[src/hdl/panel_lock_pkg.sv]
// package for the panel key lock and beeper control block
// assumes a 50 MHz system clock and a single top module using it
package panel_lock_pkg;
  // clock and hold timing
  localparam int CLOCK_HZ = 50000000;
  localparam int UNLOCK_HOLD_MS = 1000;
  localparam int UNLOCK_HOLD_CYCLES = (CLOCK_HZ / 1000) * UNLOCK_HOLD_MS;
  // key vector field positions
  localparam int KEY_W = 16;
  localparam int KEY_REF_PCT = 0;
  localparam int KEY_ABS = 1;
  localparam int KEY_UNIT = 2;
  localparam int KEY_NUM_LO = 3;
  localparam int KEY_NUM_HI = 12;
  localparam int KEY_SOFT = 13;
  localparam int KEY_LOCAL = 14;
  localparam int KEY_OTHER = 15;
  // mask of keys still live in the settings-lock level
  localparam logic [15:0] COMP_KEY_MASK = 16'h1fff;
  localparam logic [15:0] SOFT_KEY_MASK = 16'h2000;
  // reset values of the beeper settings
  localparam logic KEY_BEEP_RST = 1'b1;
  localparam logic JUDGE_BEEP_RST = 1'b0;
  localparam logic [2:0] JUDGE_SEL_RST = 3'h7;
  // judgment outcome bit positions: hi, in, lo
  localparam int JUDGE_HI = 2;
  localparam int JUDGE_IN = 1;
  localparam int JUDGE_LO = 0;

  // key lock levels, gray coded
  typedef enum logic [1:0] {
    LOCK_OFF = 2'b00,
    LOCK_SETTINGS = 2'b01,
    LOCK_FULL = 2'b11
  } lock_level_t;

  // indicator group
  typedef struct packed {
    logic settings_lock;
    logic full_lock;
    logic unlock_label;
  } lock_ind_t;
endpackage

[src/hdl/panel_key_lock.sv]
// panel key lock level, external lock override, unlock hold timer and beeper enables
// assumes key and lock inputs arrive from pins asynchronous to clock
`timescale 1ns/1ns
`default_nettype none
module panel_key_lock #(
  parameter int HOLD_CYCLES = panel_lock_pkg::UNLOCK_HOLD_CYCLES
) (
  // clock and reset
  input wire logic clock,
  input wire logic rst_n,
  // panel keys and external connector
  input wire logic [panel_lock_pkg::KEY_W-1:0] keys_raw,
  input wire logic ext_lock_n_raw,
  // settings screen requests
  input wire logic level_wr,
  input wire logic [1:0] level_in,
  input wire logic meas_screen,
  input wire logic key_beep_wr,
  input wire logic key_beep_in,
  input wire logic judge_beep_wr,
  input wire logic judge_beep_in,
  input wire logic judge_sel_wr,
  input wire logic [2:0] judge_sel_in,
  input wire logic factory_reset,
  // judgment strobe from the comparator
  input wire logic judge_valid,
  input wire logic [2:0] judge_result,
  // outputs to settings and remote logic
  output logic [panel_lock_pkg::KEY_W-1:0] keys_out,
  output var panel_lock_pkg::lock_ind_t ind,
  output logic [1:0] lock_level,
  output logic unlock_pulse,
  output logic key_beep_en,
  output logic judge_beep_en,
  output logic [2:0] judge_sel,
  output logic key_beep,
  output logic judge_beep
);
  import panel_lock_pkg::*;

  // ----------------------------------------
  // reset release and input synchronisers
  // ----------------------------------------
  logic rst_s1_r, rst_sync_n;
  logic [KEY_W-1:0] key_s1_r, key_s2_r, key_prev_r;
  logic ext_s1_r, ext_s2_r;

  // reset released through two flops
  always_ff @(posedge clock or negedge rst_n) begin
    if (!rst_n) begin
      rst_s1_r <= 1'b0;
      rst_sync_n <= 1'b0;
    end else begin
      rst_s1_r <= 1'b1;
      rst_sync_n <= rst_s1_r;
    end
  end

  // two-flop synchronisers, external lock idles high
  always_ff @(posedge clock or negedge rst_sync_n) begin
    if (!rst_sync_n) begin
      key_s1_r <= 16'h0000;
      key_s2_r <= 16'h0000;
      key_prev_r <= 16'h0000;
      ext_s1_r <= 1'b1;
      ext_s2_r <= 1'b1;
    end else begin
      key_s1_r <= keys_raw;
      key_s2_r <= key_s1_r;
      key_prev_r <= key_s2_r;
      ext_s1_r <= ext_lock_n_raw;
      ext_s2_r <= ext_s1_r;
    end
  end

  // ----------------------------------------
  // lock level and key gating
  // ----------------------------------------
  lock_level_t level_r, level_nxt;
  logic [KEY_W-1:0] key_press, level_mask, pass_mask;
  logic ext_locked, panel_locked, soft_held;
  logic [31:0] hold_cnt_r;
  logic fired_r, hold_done;

  // decoded lock state, new presses and a usable unlock key
  assign ext_locked = !ext_s2_r;
  assign panel_locked = (level_r != LOCK_OFF);
  assign key_press = key_s2_r & ~key_prev_r;
  assign soft_held = key_s2_r[KEY_SOFT] && !ext_locked;

  // keys allowed per level
  function automatic logic [KEY_W-1:0] mask_of(input lock_level_t lv);
    case (lv)
      LOCK_OFF: mask_of = 16'hffff;
      LOCK_SETTINGS: mask_of = COMP_KEY_MASK | SOFT_KEY_MASK;
      LOCK_FULL: mask_of = SOFT_KEY_MASK;
      default: mask_of = SOFT_KEY_MASK;
    endcase
  endfunction

  assign level_mask = mask_of(level_r);
  assign pass_mask = ext_locked ? 16'h0000 : level_mask;
  assign hold_done = panel_locked && soft_held && !fired_r
                     && (hold_cnt_r == HOLD_CYCLES - 1);

  // level select; screen writes only while no panel lock is set and keys are not externally blocked
  always_comb begin
    level_nxt = level_r;
    if (factory_reset) begin
      level_nxt = LOCK_OFF;
    end else if (hold_done) begin
      level_nxt = LOCK_OFF;
    end else if (level_wr && !ext_locked && !panel_locked) begin
      case (level_in)
        2'h0: level_nxt = LOCK_OFF;
        2'h1: level_nxt = LOCK_SETTINGS;
        2'h2: level_nxt = LOCK_FULL;
        default: level_nxt = level_r;
      endcase
    end
  end

  // level register and one-shot hold timer
  always_ff @(posedge clock or negedge rst_sync_n) begin
    if (!rst_sync_n) begin
      level_r <= LOCK_OFF;
      hold_cnt_r <= 32'h0000_0000;
      fired_r <= 1'b0;
    end else begin
      level_r <= level_nxt;
      // count only while the key is held on a panel lock
      if (!soft_held || !panel_locked) begin
        hold_cnt_r <= 32'h0000_0000;
      end else if (!fired_r && !hold_done) begin
        hold_cnt_r <= hold_cnt_r + 32'h0000_0001;
      end
      // re-armed only by letting go or by the external lock, so relocking mid-press cannot fire again
      if (!soft_held) begin
        fired_r <= 1'b0;
      end else if (hold_done) begin
        fired_r <= 1'b1;
      end
    end
  end

  // ----------------------------------------
  // beeper settings
  // ----------------------------------------
  logic key_beep_r, judge_beep_r;
  logic [2:0] judge_sel_r;

  always_ff @(posedge clock or negedge rst_sync_n) begin
    if (!rst_sync_n) begin
      key_beep_r <= KEY_BEEP_RST;
      judge_beep_r <= JUDGE_BEEP_RST;
      judge_sel_r <= JUDGE_SEL_RST;
    end else if (factory_reset) begin
      key_beep_r <= KEY_BEEP_RST;
      judge_beep_r <= JUDGE_BEEP_RST;
      judge_sel_r <= JUDGE_SEL_RST;
    end else begin
      if (key_beep_wr) key_beep_r <= key_beep_in;
      if (judge_beep_wr) judge_beep_r <= judge_beep_in;
      if (judge_sel_wr) judge_sel_r <= judge_sel_in;
    end
  end

  // ----------------------------------------
  // registered outputs
  // ----------------------------------------
  logic [KEY_W-1:0] keys_out_r;
  logic kb_r, jb_r, unl_r;
  lock_ind_t ind_r;

  always_ff @(posedge clock or negedge rst_sync_n) begin
    if (!rst_sync_n) begin
      keys_out_r <= 16'h0000;
      kb_r <= 1'b0;
      jb_r <= 1'b0;
      unl_r <= 1'b0;
      ind_r <= '0;
    end else begin
      keys_out_r <= key_press & pass_mask;
      kb_r <= key_beep_r && |(key_press & pass_mask);
      jb_r <= judge_valid && judge_beep_r && |(judge_result & judge_sel_r);
      unl_r <= hold_done;
      ind_r.settings_lock <= meas_screen && level_r == LOCK_SETTINGS;
      ind_r.full_lock <= meas_screen && level_r == LOCK_FULL;
      ind_r.unlock_label <= panel_locked && !ext_locked;
    end
  end

  // outputs straight from their registers
  assign keys_out = keys_out_r;
  assign ind = ind_r;
  assign lock_level = level_r;
  assign unlock_pulse = unl_r;
  assign key_beep_en = key_beep_r;
  assign judge_beep_en = judge_beep_r;
  assign judge_sel = judge_sel_r;
  assign key_beep = kb_r;
  assign judge_beep = jb_r;
endmodule
`default_nettype wire

[config.mk]
export PLATFORM = sky130hd
export DESIGN_NAME = panel_key_lock
export DESIGN_NICKNAME = d
export VERILOG_FILES = /design/src/hdl/panel_lock_pkg.sv /design/src/hdl/panel_key_lock.sv
export SDC_FILE = /design/constraint.sdc
export NUM_CORES = 1
export LEC_CHECK = 0
export ABC_CLOCK_PERIOD_IN_PS = 5700
export BUFFER_PORTS_ARGS = -buffer_cell sky130_fd_sc_hd__buf_4
export CAP_MARGIN = 20
export CORE_MARGIN = 1.5
export CORE_UTILIZATION = 58
export CTS_CLUSTER_DIAMETER = 120
export DETAILED_ROUTE_END_ITERATION = 10
export GPL_TIMING_DRIVEN = 0
export PLACE_DENSITY = 0.81
export SETUP_SLACK_MARGIN = 0.3
export SLEW_MARGIN = 20
export SYNTH_ARGS = -nofsm -noshare
export SYNTH_HDL_FRONTEND = slang
export SYNTH_SLANG_ARGS = --single-unit
[constraint.sdc]
create_clock -name clock -period 5.7 [get_ports clock]
set_input_delay 0.57 -clock clock [delete_from_list [all_inputs] [get_ports clock]]
set_output_delay 0.57 -clock clock [all_outputs]
set_load 0.005 [all_outputs]
==> impl_metrics.csv, run 1 <==
group,metric,value,unit
timing,period_needed,2128,ps
final_layout,final_net_count,471,
logic_synthesis,edff_count_synth,0,
power,p_total,1.955,mW
routing,drt_first_iter_violations,193,
run,drv.max_cap_violation_count,0,
logic_synthesis,postSynth.topFlopCell,"dfrtp_1",
floorplanning,core_area,0.007214,mm^2
logic_synthesis,yosys_warnings,0,
worst_setup_path,worst_ep_arrival_time,2490,ps
floorplanning,initial_utilization,0.5945,
final_layout,num_antenna_cells,0,
grt,number_of_global_route_vias_before_repair,2868,
worst_setup_path,slowest_delay,440,ps
floorplanning,ioPinCount,65,
power,power_density,353.8,mW/mm^2
power,static-leakage-power,2.537,nW
timing,timing.setup.tns,0,ps
logic_synthesis,syn_inst,347,
logic_synthesis,synth_commonest_cells,"dfrtp_1 (108), nor2_1 (53), xor2_1 (20)",
timing,final.period_utilization,0.3733,
worst_setup_path,required,6070,ps
floorplanning,std_cell_rows,31,
routing,remaining_drc_errors,0,
grt,grt_first_pass_wirelength,13370,um
timing,finalHoldViolCount,0,
floorplanning,die_height,89.00,um
cts,clk_pin_slew_worst_paths,60,ps
logic_synthesis,synthDistinctLibCells,48,
place,routabilityCongestion,0.8585,
grt,grt_max_degree,58,
routing,drt-vias-per-instance,5.281,
min_path,min_from,"keys_raw[4]",
worst_setup_path,worst_setup_path_end_kind,"register",
grt,grt_antenna_before_repair,0,
logic_synthesis,synth_area_leaders,"dfrtp_1 (63%), nor2_1 (4.6%), xor2_1 (4.1%), dfstp_2 (3.7%), nor2b_1 (1.8%)",
final_layout,post_route_cells_drive_above_1_share,0.2697,
place,post-dp-hpwl,5373,um
floorplanning,floorplan.die.width,89.00,um
timing,slew_headroom,0.4755,
timing,grt_setup_unrepaired,"false",
worst_setup_path,timing.critical_path.from,"lock_level[0]",
final_layout,fin_area,0.005527,mm^2
final_layout,final-seq-area,0.002864,mm^2
min_path,hold_depth,1,
timing,max_freq,470.0,MHz
final_layout,final_core_util,0.7660,
run_status,outcome,"complete, no violations",
power,vdd_ir_drop_max,0.0002967,V
logic_synthesis,synthMostInstantiatedCell,"dfrtp_1",
grt,global_route.usage.total,0.2310,
final_layout,multi_input_comb_area,0.001325,mm^2
routing,route.detailed.wl_per_inst,15.24,um
worst_setup_path,crit_cells,8,
worst_setup_path,timing.setup.critical_path_class,"reg -> reg",
worst_setup_path,path_delay_family,"compound AO/OA/AOI/OAI gates",
logic_synthesis,yosysTopAreaCell,"dfrtp_1",
final_layout,final_cell_count_no_fill,544,
routing,vias_after_detailed_routing,2873,
place,placed_cells,511,
cts,tritoncts_clock_tree,"built",
worst_setup_path,crit_fanout,10,
worst_setup_path,timing.critical_path.from_type,"register",
floorplanning,overall_die_area,0.007920,mm^2
place,count_of_input_and_output_buffers,64,
cts,cts_made_buffers,17,
place,placed_cell_area,0.004925,mm^2
cts,ctsLongestPathBuffers,2,
timing,tightest_slew,766.9,ps
timing,setup-violations-final,0,
final_layout,area_growth,28.85,%
worst_setup_path,worst_reg2reg_startpoint,"lock_level[0]",
worst_setup_path,critical_path.n_buffers_inverters,2,
logic_synthesis,synth_top_area_share,0.6301,
logic_synthesis,synth-async-reset-ratio,1.000,
routing,drt-pass1-iter-count,5,
logic_synthesis,seq_area_frac_synth,0.6669,
grt,overflow,0,
cts,clockRootBuffer,"clkbuf_8",
logic_synthesis,post_synth.cell_area_avg,12.36,um^2
timing,finalClockSkew,5.429,ps
cts,clk_latency,510,ps
routing,drt-total-wl,8290,um
cts,htree_levels,4,
cts,count_of_clock_tree_sinks,114,
worst_setup_path,crit_chain,"clkbuf_1, o211ai_2, nor4_4, a31oi_2, buf_6, nand4_1, xor2_1, nor2_1",
worst_setup_path,timing.reg2reg.worst_path_depth,8,
routing,drt.antenna.violating_nets,0,
cts,cts.repair.resized,0,
logic_synthesis,post_synth_instance_area,0.004289,mm^2
worst_setup_path,slowest_stage,"o211ai_2",
logic_synthesis,synth_seq_cells,114,
timing,timing.final.max_slew_violations,0,
final_layout,fillCellCount,455,
min_path,timing.hold.worst.class,"in -> reg",
logic_synthesis,syn_nets,386,
## cells in the final DEF, fill, tap and decap left out, drive strengths merged, types with 2 or more instances in the layout
cell type,netlist,routed
clkinvlp,0,4
xor2,20,20
and4,4,4
nor4,9,9
nand4,11,11
nor2,53,53
and2,2,2
clkinv,0,4
a21oi,4,4
nand2,17,17
or4b,2,2
o21ai,4,4
mux2i,2,2
dfrtp,108,108
ha,3,3
and3,5,5
a211o,4,4
or3,2,2
a31oi,2,2
nor4b,3,3
o22ai,2,2
nor2b,12,12
clkbuf,5,24
nand2b,6,6
nor3,9,9
bufinv,0,2
buf,5,70
xnor2,8,8
inv,13,16
dfstp,6,6
nand3b,2,2
nand3,15,15
## logic make-up (layout without fill, tap and decap cells)
group	count (synthesis)	after routing	share of synthesized area
AOI/OAI and AO/OA	20	20	0.03384
xor gates and xnor gates	28	28	0.05718
adders and majority gates	3	3	0.008752
buffers and inverters	23	121	0.02421
DFF	114	114	0.6669
muxes	2	2	0.004668
other	1	1	0.0008743
and+or+nand+nor	156	156	0.2036
## state kept, by name (all words and copies together) (netlist names), 2 cells and up
register and cells:
lock_level 2, key_prev_r 16, judge_sel 3, ind 3
keys_out 16, key_s2_r 16, key_s1_r 16, hold_cnt_r 32
## path summary, 6_finish.rpt
| kind | endpoint | slack [ps] |
|---|---|---|
| min in group asynchronous | rst_sync_n | 380 |
| max reg2reg | hold_cnt_r[13] | 3570 |
| min | key_s1_r[4] | 160 |
| max in group asynchronous | judge_sel[1] | 4550 |
| max | hold_cnt_r[13] | 3570 |
| min reg2reg | key_s2_r[11] | 350 |
## through the flow
step	setup WS, ps	hold slack [ps]
final	3572	160.7
after global routing	3419	143.7
after CTS	3585	147.7
after detailed placement	3644	334.7
after global placement	1367	331.2
after floorplan	2299	274.4
## layout make-up
class                           instances  area share
Timing Repair Buffer                   66     0.09373
Sequential cell                       114      0.5182
Clock buffer                           19     0.07992
Inverter                               13    0.008830
Tap cell                               99     0.02241
Clock inverter                         13     0.02717
Multi-Input combinational cell        210      0.2398
Buffer                                 10    0.009962
## layer usage
layer | up-vias | wire, um | track usage | part of all wire
met3 | 9 | 475 | 0.07018 | 0.057
met4 | 0 | 85 | 0.08112 | 0.010
li1 | 1348 | - | - | -
met2 | 110 | 4130 | 0.3740 | 0.50
met1 | 1406 | 3600 | 0.2997 | 0.43
met5 | - | 0 | 0 | 0
## power breakdown
| part | internal (mW) | switching, mW | total [mW] |
|---|---|---|---|
| registers | 0.840 | 0.0202 | 0.860 |
| logic | 0.0396 | 0.0330 | 0.0726 |
| clock network | 0.650 | 0.372 | 1.02 |
| total | 1.53 | 0.425 | 1.96 |
## worst reg2reg max path, stage by stage, from the launching register on
cell and delay, ps:
dfrtp_1 370, clkbuf_1 200, o211ai_2 440, nor4_4 100
a31oi_2 300, buf_6 200, nand4_1 120, xor2_1 170
nor2_1 80
## what timing repair did
item / in CTS / in global routing
setup buffers: 0 / 0
hold buffers: 1 / 0
endpoints found under the hold margin: 2 / 0
No activity file was read; power rests on OpenSTA's default activity.
==> inputs of run 2 (changes only) <==
ABC_AREA = 1   (was unset)
ABC_CLOCK_PERIOD_IN_PS = 2000   (was 5700)
PLACE_DENSITY = 0.8   (was 0.81)
clock period = 2 ns   (was 5.7 ns; I/O delays follow)
==> run 2 against run 1 <==
The run now ends with design-rule violations left. Fmax up 21%. Clock power rose to 2.8 times the previous value. Area after synthesis grew 19%. Critical path depth rose by 1. Design area rose by 30%. Routed wire length increased by 85%. First-iteration DRC count grew to 2.9 times the previous value. Core utilization is 6.7 points higher. Non-clock buffer count grew 59. Clock skew increased by 4.0 ps.
==> impl_metrics.csv, run 2 <==
group,metric,value,unit
run_status,outcome,"finished, violations left",
run_status,failing_checks,"design-rule violations",
cts,clockRootBuffer,"clkbuf_8",
routing,drt-pass1-iter-count,8,
cts,count_of_clock_tree_sinks,114,
logic_synthesis,synth_seq_cells,114,
logic_synthesis,syn_nets,670,
routing,drt-total-wl,15340,um
final_layout,fin_area,0.007197,mm^2
floorplanning,overall_die_area,0.009378,mm^2
final_layout,registers.top_by_ff_count,"hold_cnt_r",
logic_synthesis,synth_area_leaders,"dfrtp_1 (53%), nand2_1 (15%), nor2_1 (8.6%), nand3_1 (5.3%), inv_1 (4.4%)",
floorplanning,floorplan.die.width,96.84,um
worst_setup_path,timing.setup.critical_path_class,"reg -> reg",
floorplanning,initial_utilization,0.5914,
final_layout,fillCellCount,469,
routing,vias_after_detailed_routing,4942,
timing,max_freq,569.0,MHz
worst_setup_path,timing.critical_path.from_type,"register",
worst_setup_path,worst_reg2reg_startpoint,"ext_s2_r",
routing,drt-vias-per-instance,5.522,
place,post-dp-hpwl,8567,um
grt,number_of_global_route_vias_before_repair,4805,
power,vdd_ir_drop_max,0.0005682,V
place,routabilityCongestion,1.026,
cts,cts_made_buffers,17,
routing,routed.top_layer,"met4",
cts,clk_pin_slew_worst_paths,60,ps
logic_synthesis,yosysTopAreaCell,"dfrtp_1",
final_layout,area_growth,40.91,%
final_layout,most_common_cell_after_layout_fill_and_taps_aside,"nand2_1",
final_layout,final_cell_count_no_fill,895,
timing,finalClockSkew,9.398,ps
worst_setup_path,worst_ep_arrival_time,2210,ps
grt,grt_max_degree,57,
power,power_density,787.1,mW/mm^2
final_layout,final_net_count,813,
worst_setup_path,crit_chain,"nand2_4, nor2_4, nand2_2, nor2_4, nand3_4, nand2_8, buf_8, nand3_1, nand2_1",
timing,period_needed,1757,ps
cts,ctsLongestPathBuffers,2,
final_layout,final_cell_mix,"nand2_1 (202), nor2_1 (103), dfrtp_1 (92)",
min_path,min_from,"factory_reset",
run,drv.max_cap_violation_count,0,
power,static-leakage-power,3.430,nW
routing,route.detailed.wl_per_inst,17.14,um
timing,final.period_utilization,0.8787,
worst_setup_path,path_delay_family,"simple AND/OR/NAND/NOR gates",
routing,drt_first_iter_violations,552,
logic_synthesis,syn_inst,631,
routing,remaining_drc_errors,1,
worst_setup_path,timing.critical_path.from,"ext_s2_r",
logic_synthesis,edff_count_synth,0,
place,placed_cell_area,0.005774,mm^2
logic_synthesis,synth_commonest_cells,"nand2_1 (207), nor2_1 (117), dfrtp_1 (108)",
grt,grt_antenna_before_repair,0,
worst_setup_path,reg2reg_setup_slack,240,ps
worst_setup_path,slowest_delay,600,ps
cts,tritoncts_clock_tree,"built",
logic_synthesis,yosys_warnings,0,
place,placed_cells,805,
timing,timing.final.max_slew_violations,0,
logic_synthesis,synthMostInstantiatedCell,"nand2_1",
floorplanning,ioPinCount,65,
routing,met1Wirelength,5782,um
timing,finalHoldViolCount,0,
worst_setup_path,required,2450,ps
logic_synthesis,synthDistinctLibCells,29,
worst_setup_path,worst_path_most_repeated_cell,"nor2_4",
grt,overflow,0,
timing,grt_setup_unrepaired,"true",
min_path,timing.hold.worst.class,"in -> reg",
routing,met3RoutedLength,1354,um
routing,dr_wl_met2,7529,um
cts,clk_latency,520,ps
logic_synthesis,postSynth.topFlopCell,"dfrtp_1",
final_layout,post_route_cells_drive_above_1_share,0.2668,
worst_setup_path,slowest_stage,"dfstp_2",
cts,htree_levels,4,
place,count_of_input_and_output_buffers,64,
logic_synthesis,synth_top_area_share,0.5292,
final_layout,num_antenna_cells,0,
grt,global_route.usage.total,0.3170,
floorplanning,core_area,0.008636,mm^2
worst_setup_path,critical_path.n_buffers_inverters,1,
final_layout,largest_register_ffs,32,
routing,drt.antenna.violating_nets,0,
logic_synthesis,synth-async-reset-ratio,1.000,
timing,setup-violations-final,0,
floorplanning,die_height,96.84,um
logic_synthesis,post_synth.cell_area_avg,8.094,um^2
worst_setup_path,crit_fanout,8,
floorplanning,std_cell_rows,34,
grt,grt_first_pass_wirelength,23230,um
logic_synthesis,post_synth_instance_area,0.005107,mm^2
worst_setup_path,worst_setup_path_end_kind,"register",
logic_synthesis,seq_area_frac_synth,0.5600,
-- run 2: metal layers --
layer	track usage	vias to the layer above
met5	0	-
met4	0.1115	0
met3	0.06647	84
met2	0.5352	312
met1	0.4072	2308
li1	-	2238
-- run 2: tightest hold or removal path: stages --
cell and delay, ps:
buf_4 110, or2_2 120, o21ai_0 80
-- run 2: area by class of cell --
cell class,count,area (um^2),share of cell area
plain buffers,12,110.1,0.01530
clock buffers,17,414.1,0.05755
clock inverters,15,160.2,0.02225
inverters,65,246.5,0.03425
multi-input cells,441,2160,0.3001
flip-flops and latches,114,2883,0.4006
well taps,108,135.1,0.01878
repair buffers,123,1089,0.1513
-- run 2: power by group --
group,internal [mW],switching [mW]
Clock,1.60,1.29
Sequential,2.39,0.0475
Combinational,0.167,0.158
-- run 2: worst paths after layout --
| kind | endpoint | depth (start not counted) |
|---|---|---|
| setup / recovery | hold_cnt_r[14] | 9 |
| hold / removal | judge_sel[1] | 3 |
| setup reg to reg | hold_cnt_r[14] | 9 |
| hold reg to reg | hold_cnt_r[25] | 0 |
| max in group asynchronous | key_beep_en | 2 |
| min in group asynchronous | hold_cnt_r[25] | 0 |
-- run 2: cells by family after synthesis --
logic type      after synthesis  synth area share
flops                       114            0.5600
fa+ha+maj                     3          0.007350
compound gates               15           0.01739
other cells                   1         0.0007342
xor+xnor                      9           0.01543
buf+inv                      77           0.06271
simple gates                412            0.3364
-- run 2: timing repair --
item,in CTS,in global routing
cloned,0,5
hold endpoints to repair,27,0
hold buffers,33,0
gates resized for setup,14,69
setup buffers,10,11
setup endpoints to repair,35,34
pin swaps,4,16
-- run 2: stage by stage --
step                TNS, ps  hold WS [ps]  total power, mW    util  setup WS, ps
floorplan                 0        -95.59            2.570       -         372.6
global placement     -903.3        -17.81            2.697  0.6631        -58.67
detailed placement   -910.0        -15.94            2.723  0.6686        -64.58
CTS                       0         1.847            5.651  0.7872         293.4
global route              0         37.81            5.804  0.8334         176.9
finish                    0         2.672            5.665  0.8334         242.6
==> inputs of run 3 (changes only) <==
REMOVE_ABC_BUFFERS = 1   (was unset)
==> run 3 against run 2 <==
The flow now finishes without violations. Core utilization is 0.36 points lower. Hold slack better by 71 ps. Clock power hardly changed. Total power hardly changed. Via count is 0.89% lower. Non-clock buffer count is 17 lower. Clock skew is 2.6 ps higher. First-iteration DRC count is 23% lower. Combinational power is 6.5% higher. Sequential power hardly changed. Fmax is 6.9% lower. Sequential share of layout area is 0.14 points higher. Critical path type unchanged.
==> impl_metrics.csv, run 3 (synthesis results as in run 2) <==
group,metric,value,unit
timing,final.period_utilization,0.9442,
worst_setup_path,worst_reg2reg_startpoint,"ext_s2_r",
run,drv.max_cap_violation_count,0,
timing,setup-violations-final,0,
timing,finalClockSkew,11.97,ps
cts,clk_pin_slew_worst_paths,70,ps
routing,remaining_drc_errors,0,
cts,clockRootBuffer,"clkbuf_8",
floorplanning,initial_utilization,0.5914,
timing,slew_headroom,0.4239,
final_layout,final_core_util,0.8298,
grt,global_route.usage.total,0.3310,
floorplanning,std_cell_rows,34,
timing,timing.final.max_slew_violations,0,
grt,grt_antenna_before_repair,0,
routing,vias_after_detailed_routing,4898,
timing,period_needed,1888,ps
grt,overflow,0,
final_layout,final_net_count,799,
final_layout,post_route_cells_drive_above_1_share,0.2639,
cts,count_of_clock_tree_sinks,114,
power,power_density,790.5,mW/mm^2
cts,htree_levels,4,
final_layout,most_common_cell_after_layout_fill_and_taps_aside,"nand2_1",
place,placed_cell_area,0.005731,mm^2
routing,route.detailed.wl_per_inst,18.37,um
final_layout,registers.top_by_ff_count,"hold_cnt_r",
worst_setup_path,worst_ep_arrival_time,2280,ps
power,static-leakage-power,3.366,nW
routing,drt_first_iter_violations,426,
place,routabilityCongestion,0.8770,
grt,grt_max_degree,46,
final_layout,area_growth,40.30,%
routing,drt-pass1-iter-count,6,
cts,clk_latency,530,ps
worst_setup_path,r2r-end,"fired_r",
timing,finalHoldViolCount,0,
routing,drt-total-wl,16190,um
worst_setup_path,cp-endpoint,"fired_r",
min_path,timing.hold.worst.class,"in -> reg",
worst_setup_path,timing.critical_path.from_type,"register",
grt,grt_first_pass_wirelength,24020,um
routing,drt.antenna.violating_nets,0,
floorplanning,ioPinCount,65,
place,post-dp-hpwl,7960,um
worst_setup_path,worst_setup_path_end_kind,"register",
floorplanning,core_area,0.008636,mm^2
final_layout,largest_register_ffs,32,
power,vdd_ir_drop_max,0.0007068,V
worst_setup_path,timing.critical_path.from,"ext_s2_r",
final_layout,num_antenna_cells,0,
routing,drt-vias-per-instance,5.560,
worst_setup_path,timing.reg2reg.worst_path_depth,8,
cts,tritoncts_clock_tree,"built",
run_status,outcome,"complete, no violations",
floorplanning,floorplan.die.width,96.84,um
place,count_of_input_and_output_buffers,64,
worst_setup_path,reg2reg_setup_slack,110,ps
timing,max_freq,529.6,MHz
floorplanning,overall_die_area,0.009378,mm^2
cts,ctsLongestPathBuffers,2,
final_layout,final_cell_mix,"nand2_1 (202), nor2_1 (109), dfrtp_1 (94)",
cts,cts_made_buffers,17,
worst_setup_path,crit_fanout,5,
timing,grt_setup_unrepaired,"true",
timing,tightest_slew,863.3,ps
worst_setup_path,required,2390,ps
floorplanning,die_height,96.84,um
worst_setup_path,timing.setup.critical_path_class,"reg -> reg",
final_layout,fin_area,0.007166,mm^2
grt,number_of_global_route_vias_before_repair,4870,
[run 3: cell types whose count changed in the layout (fill, tap and decap cells not counted), moves of 3 or more]
cell and delta:
buf_12 +3, buf_2 -4, buf_4 -12, buf_8 -3, clkinv_8 -3, clkinvlp_4 +3
nand2_8 +3, nand3_1 -16, nand3_2 +19, nand3_4 -3, nor2_1 +6, nor2_4 -6
[run 3: worst min path at each step]
stage                       endpoint  depth (start not counted)       startpoint
after CTS                 judge_beep                          5  judge_result[2]
after global routing      judge_beep                          5  judge_result[0]
after global placement      rst_s1_r                          1            rst_n
after floorplan             rst_s1_r                          0            rst_n
final                     judge_beep                          5  judge_result[0]
after detailed placement    rst_s1_r                          1            rst_n
[run 3: area by class of cell]
type	instances	area (um^2)
fillers	492	1470
clock inverters	15	136.4
repair buffers	118	1087
inverters	65	251.5
multi-input cells	444	2261
well taps	108	135.1
clock buffers	17	414.1
flip-flops and latches	114	2880
[run 3: timing repair]
| item | in CTS | in global routing |
|---|---|---|
| gates cloned | 5 | 0 |
| gates resized for setup | 15 | 62 |
| endpoints found under the setup margin | 36 | 37 |
| endpoints found under the hold margin | 27 | 0 |
| pin swaps | 6 | 20 |
| buffers inserted | 10 | 6 |
| hold buffers | 34 | 0 |
[run 3: where the power goes]
part           internal, mW  total, mW  switching (mW)
Combinational         0.177      0.346           0.169
Clock                  1.58       2.87            1.29
Sequential             2.39       2.45          0.0514
[run 3: through the flow]
step / worst slack (ps) / total power, mW / hold WS [ps] / std cells / TNS (ps)
final: 111.7 / 5.664 / 74.14 / 881 / 0
after global routing: 103.0 / 5.821 / 65.44 / 881 / 0
after CTS: 288.6 / 5.617 / 13.94 / 875 / 0
after detailed placement: -304.2 / 2.724 / -16.13 / 794 / -8694
after global placement: -2411 / 2.692 / -17.42 / 791 / -297750
after floorplan: -1401 / 2.566 / -95.59 / 619 / -163070
[run 3: critical path, cell delays in order, from the launching register on]
cell	delay [ps]
dfstp_2	560
nand2_4	70
nor2_4	180
clkbuf_16	170
nand2_4	50
nor2_4	140
nand3_4	110
buf_12	170
a21oi_1	310
[run 3: layer usage]
layer / track usage / share of wire / wire [um] / vias to the layer above
li1: - / - / - / 2210
met1: 0.3973 / 0.36 / 5884 / 2287
met2: 0.5492 / 0.50 / 8020 / 311
met3: 0.08092 / 0.081 / 1316 / 90
met4: 0.1817 / 0.060 / 966 / 0
met5: 0 / 0 / 0 / -
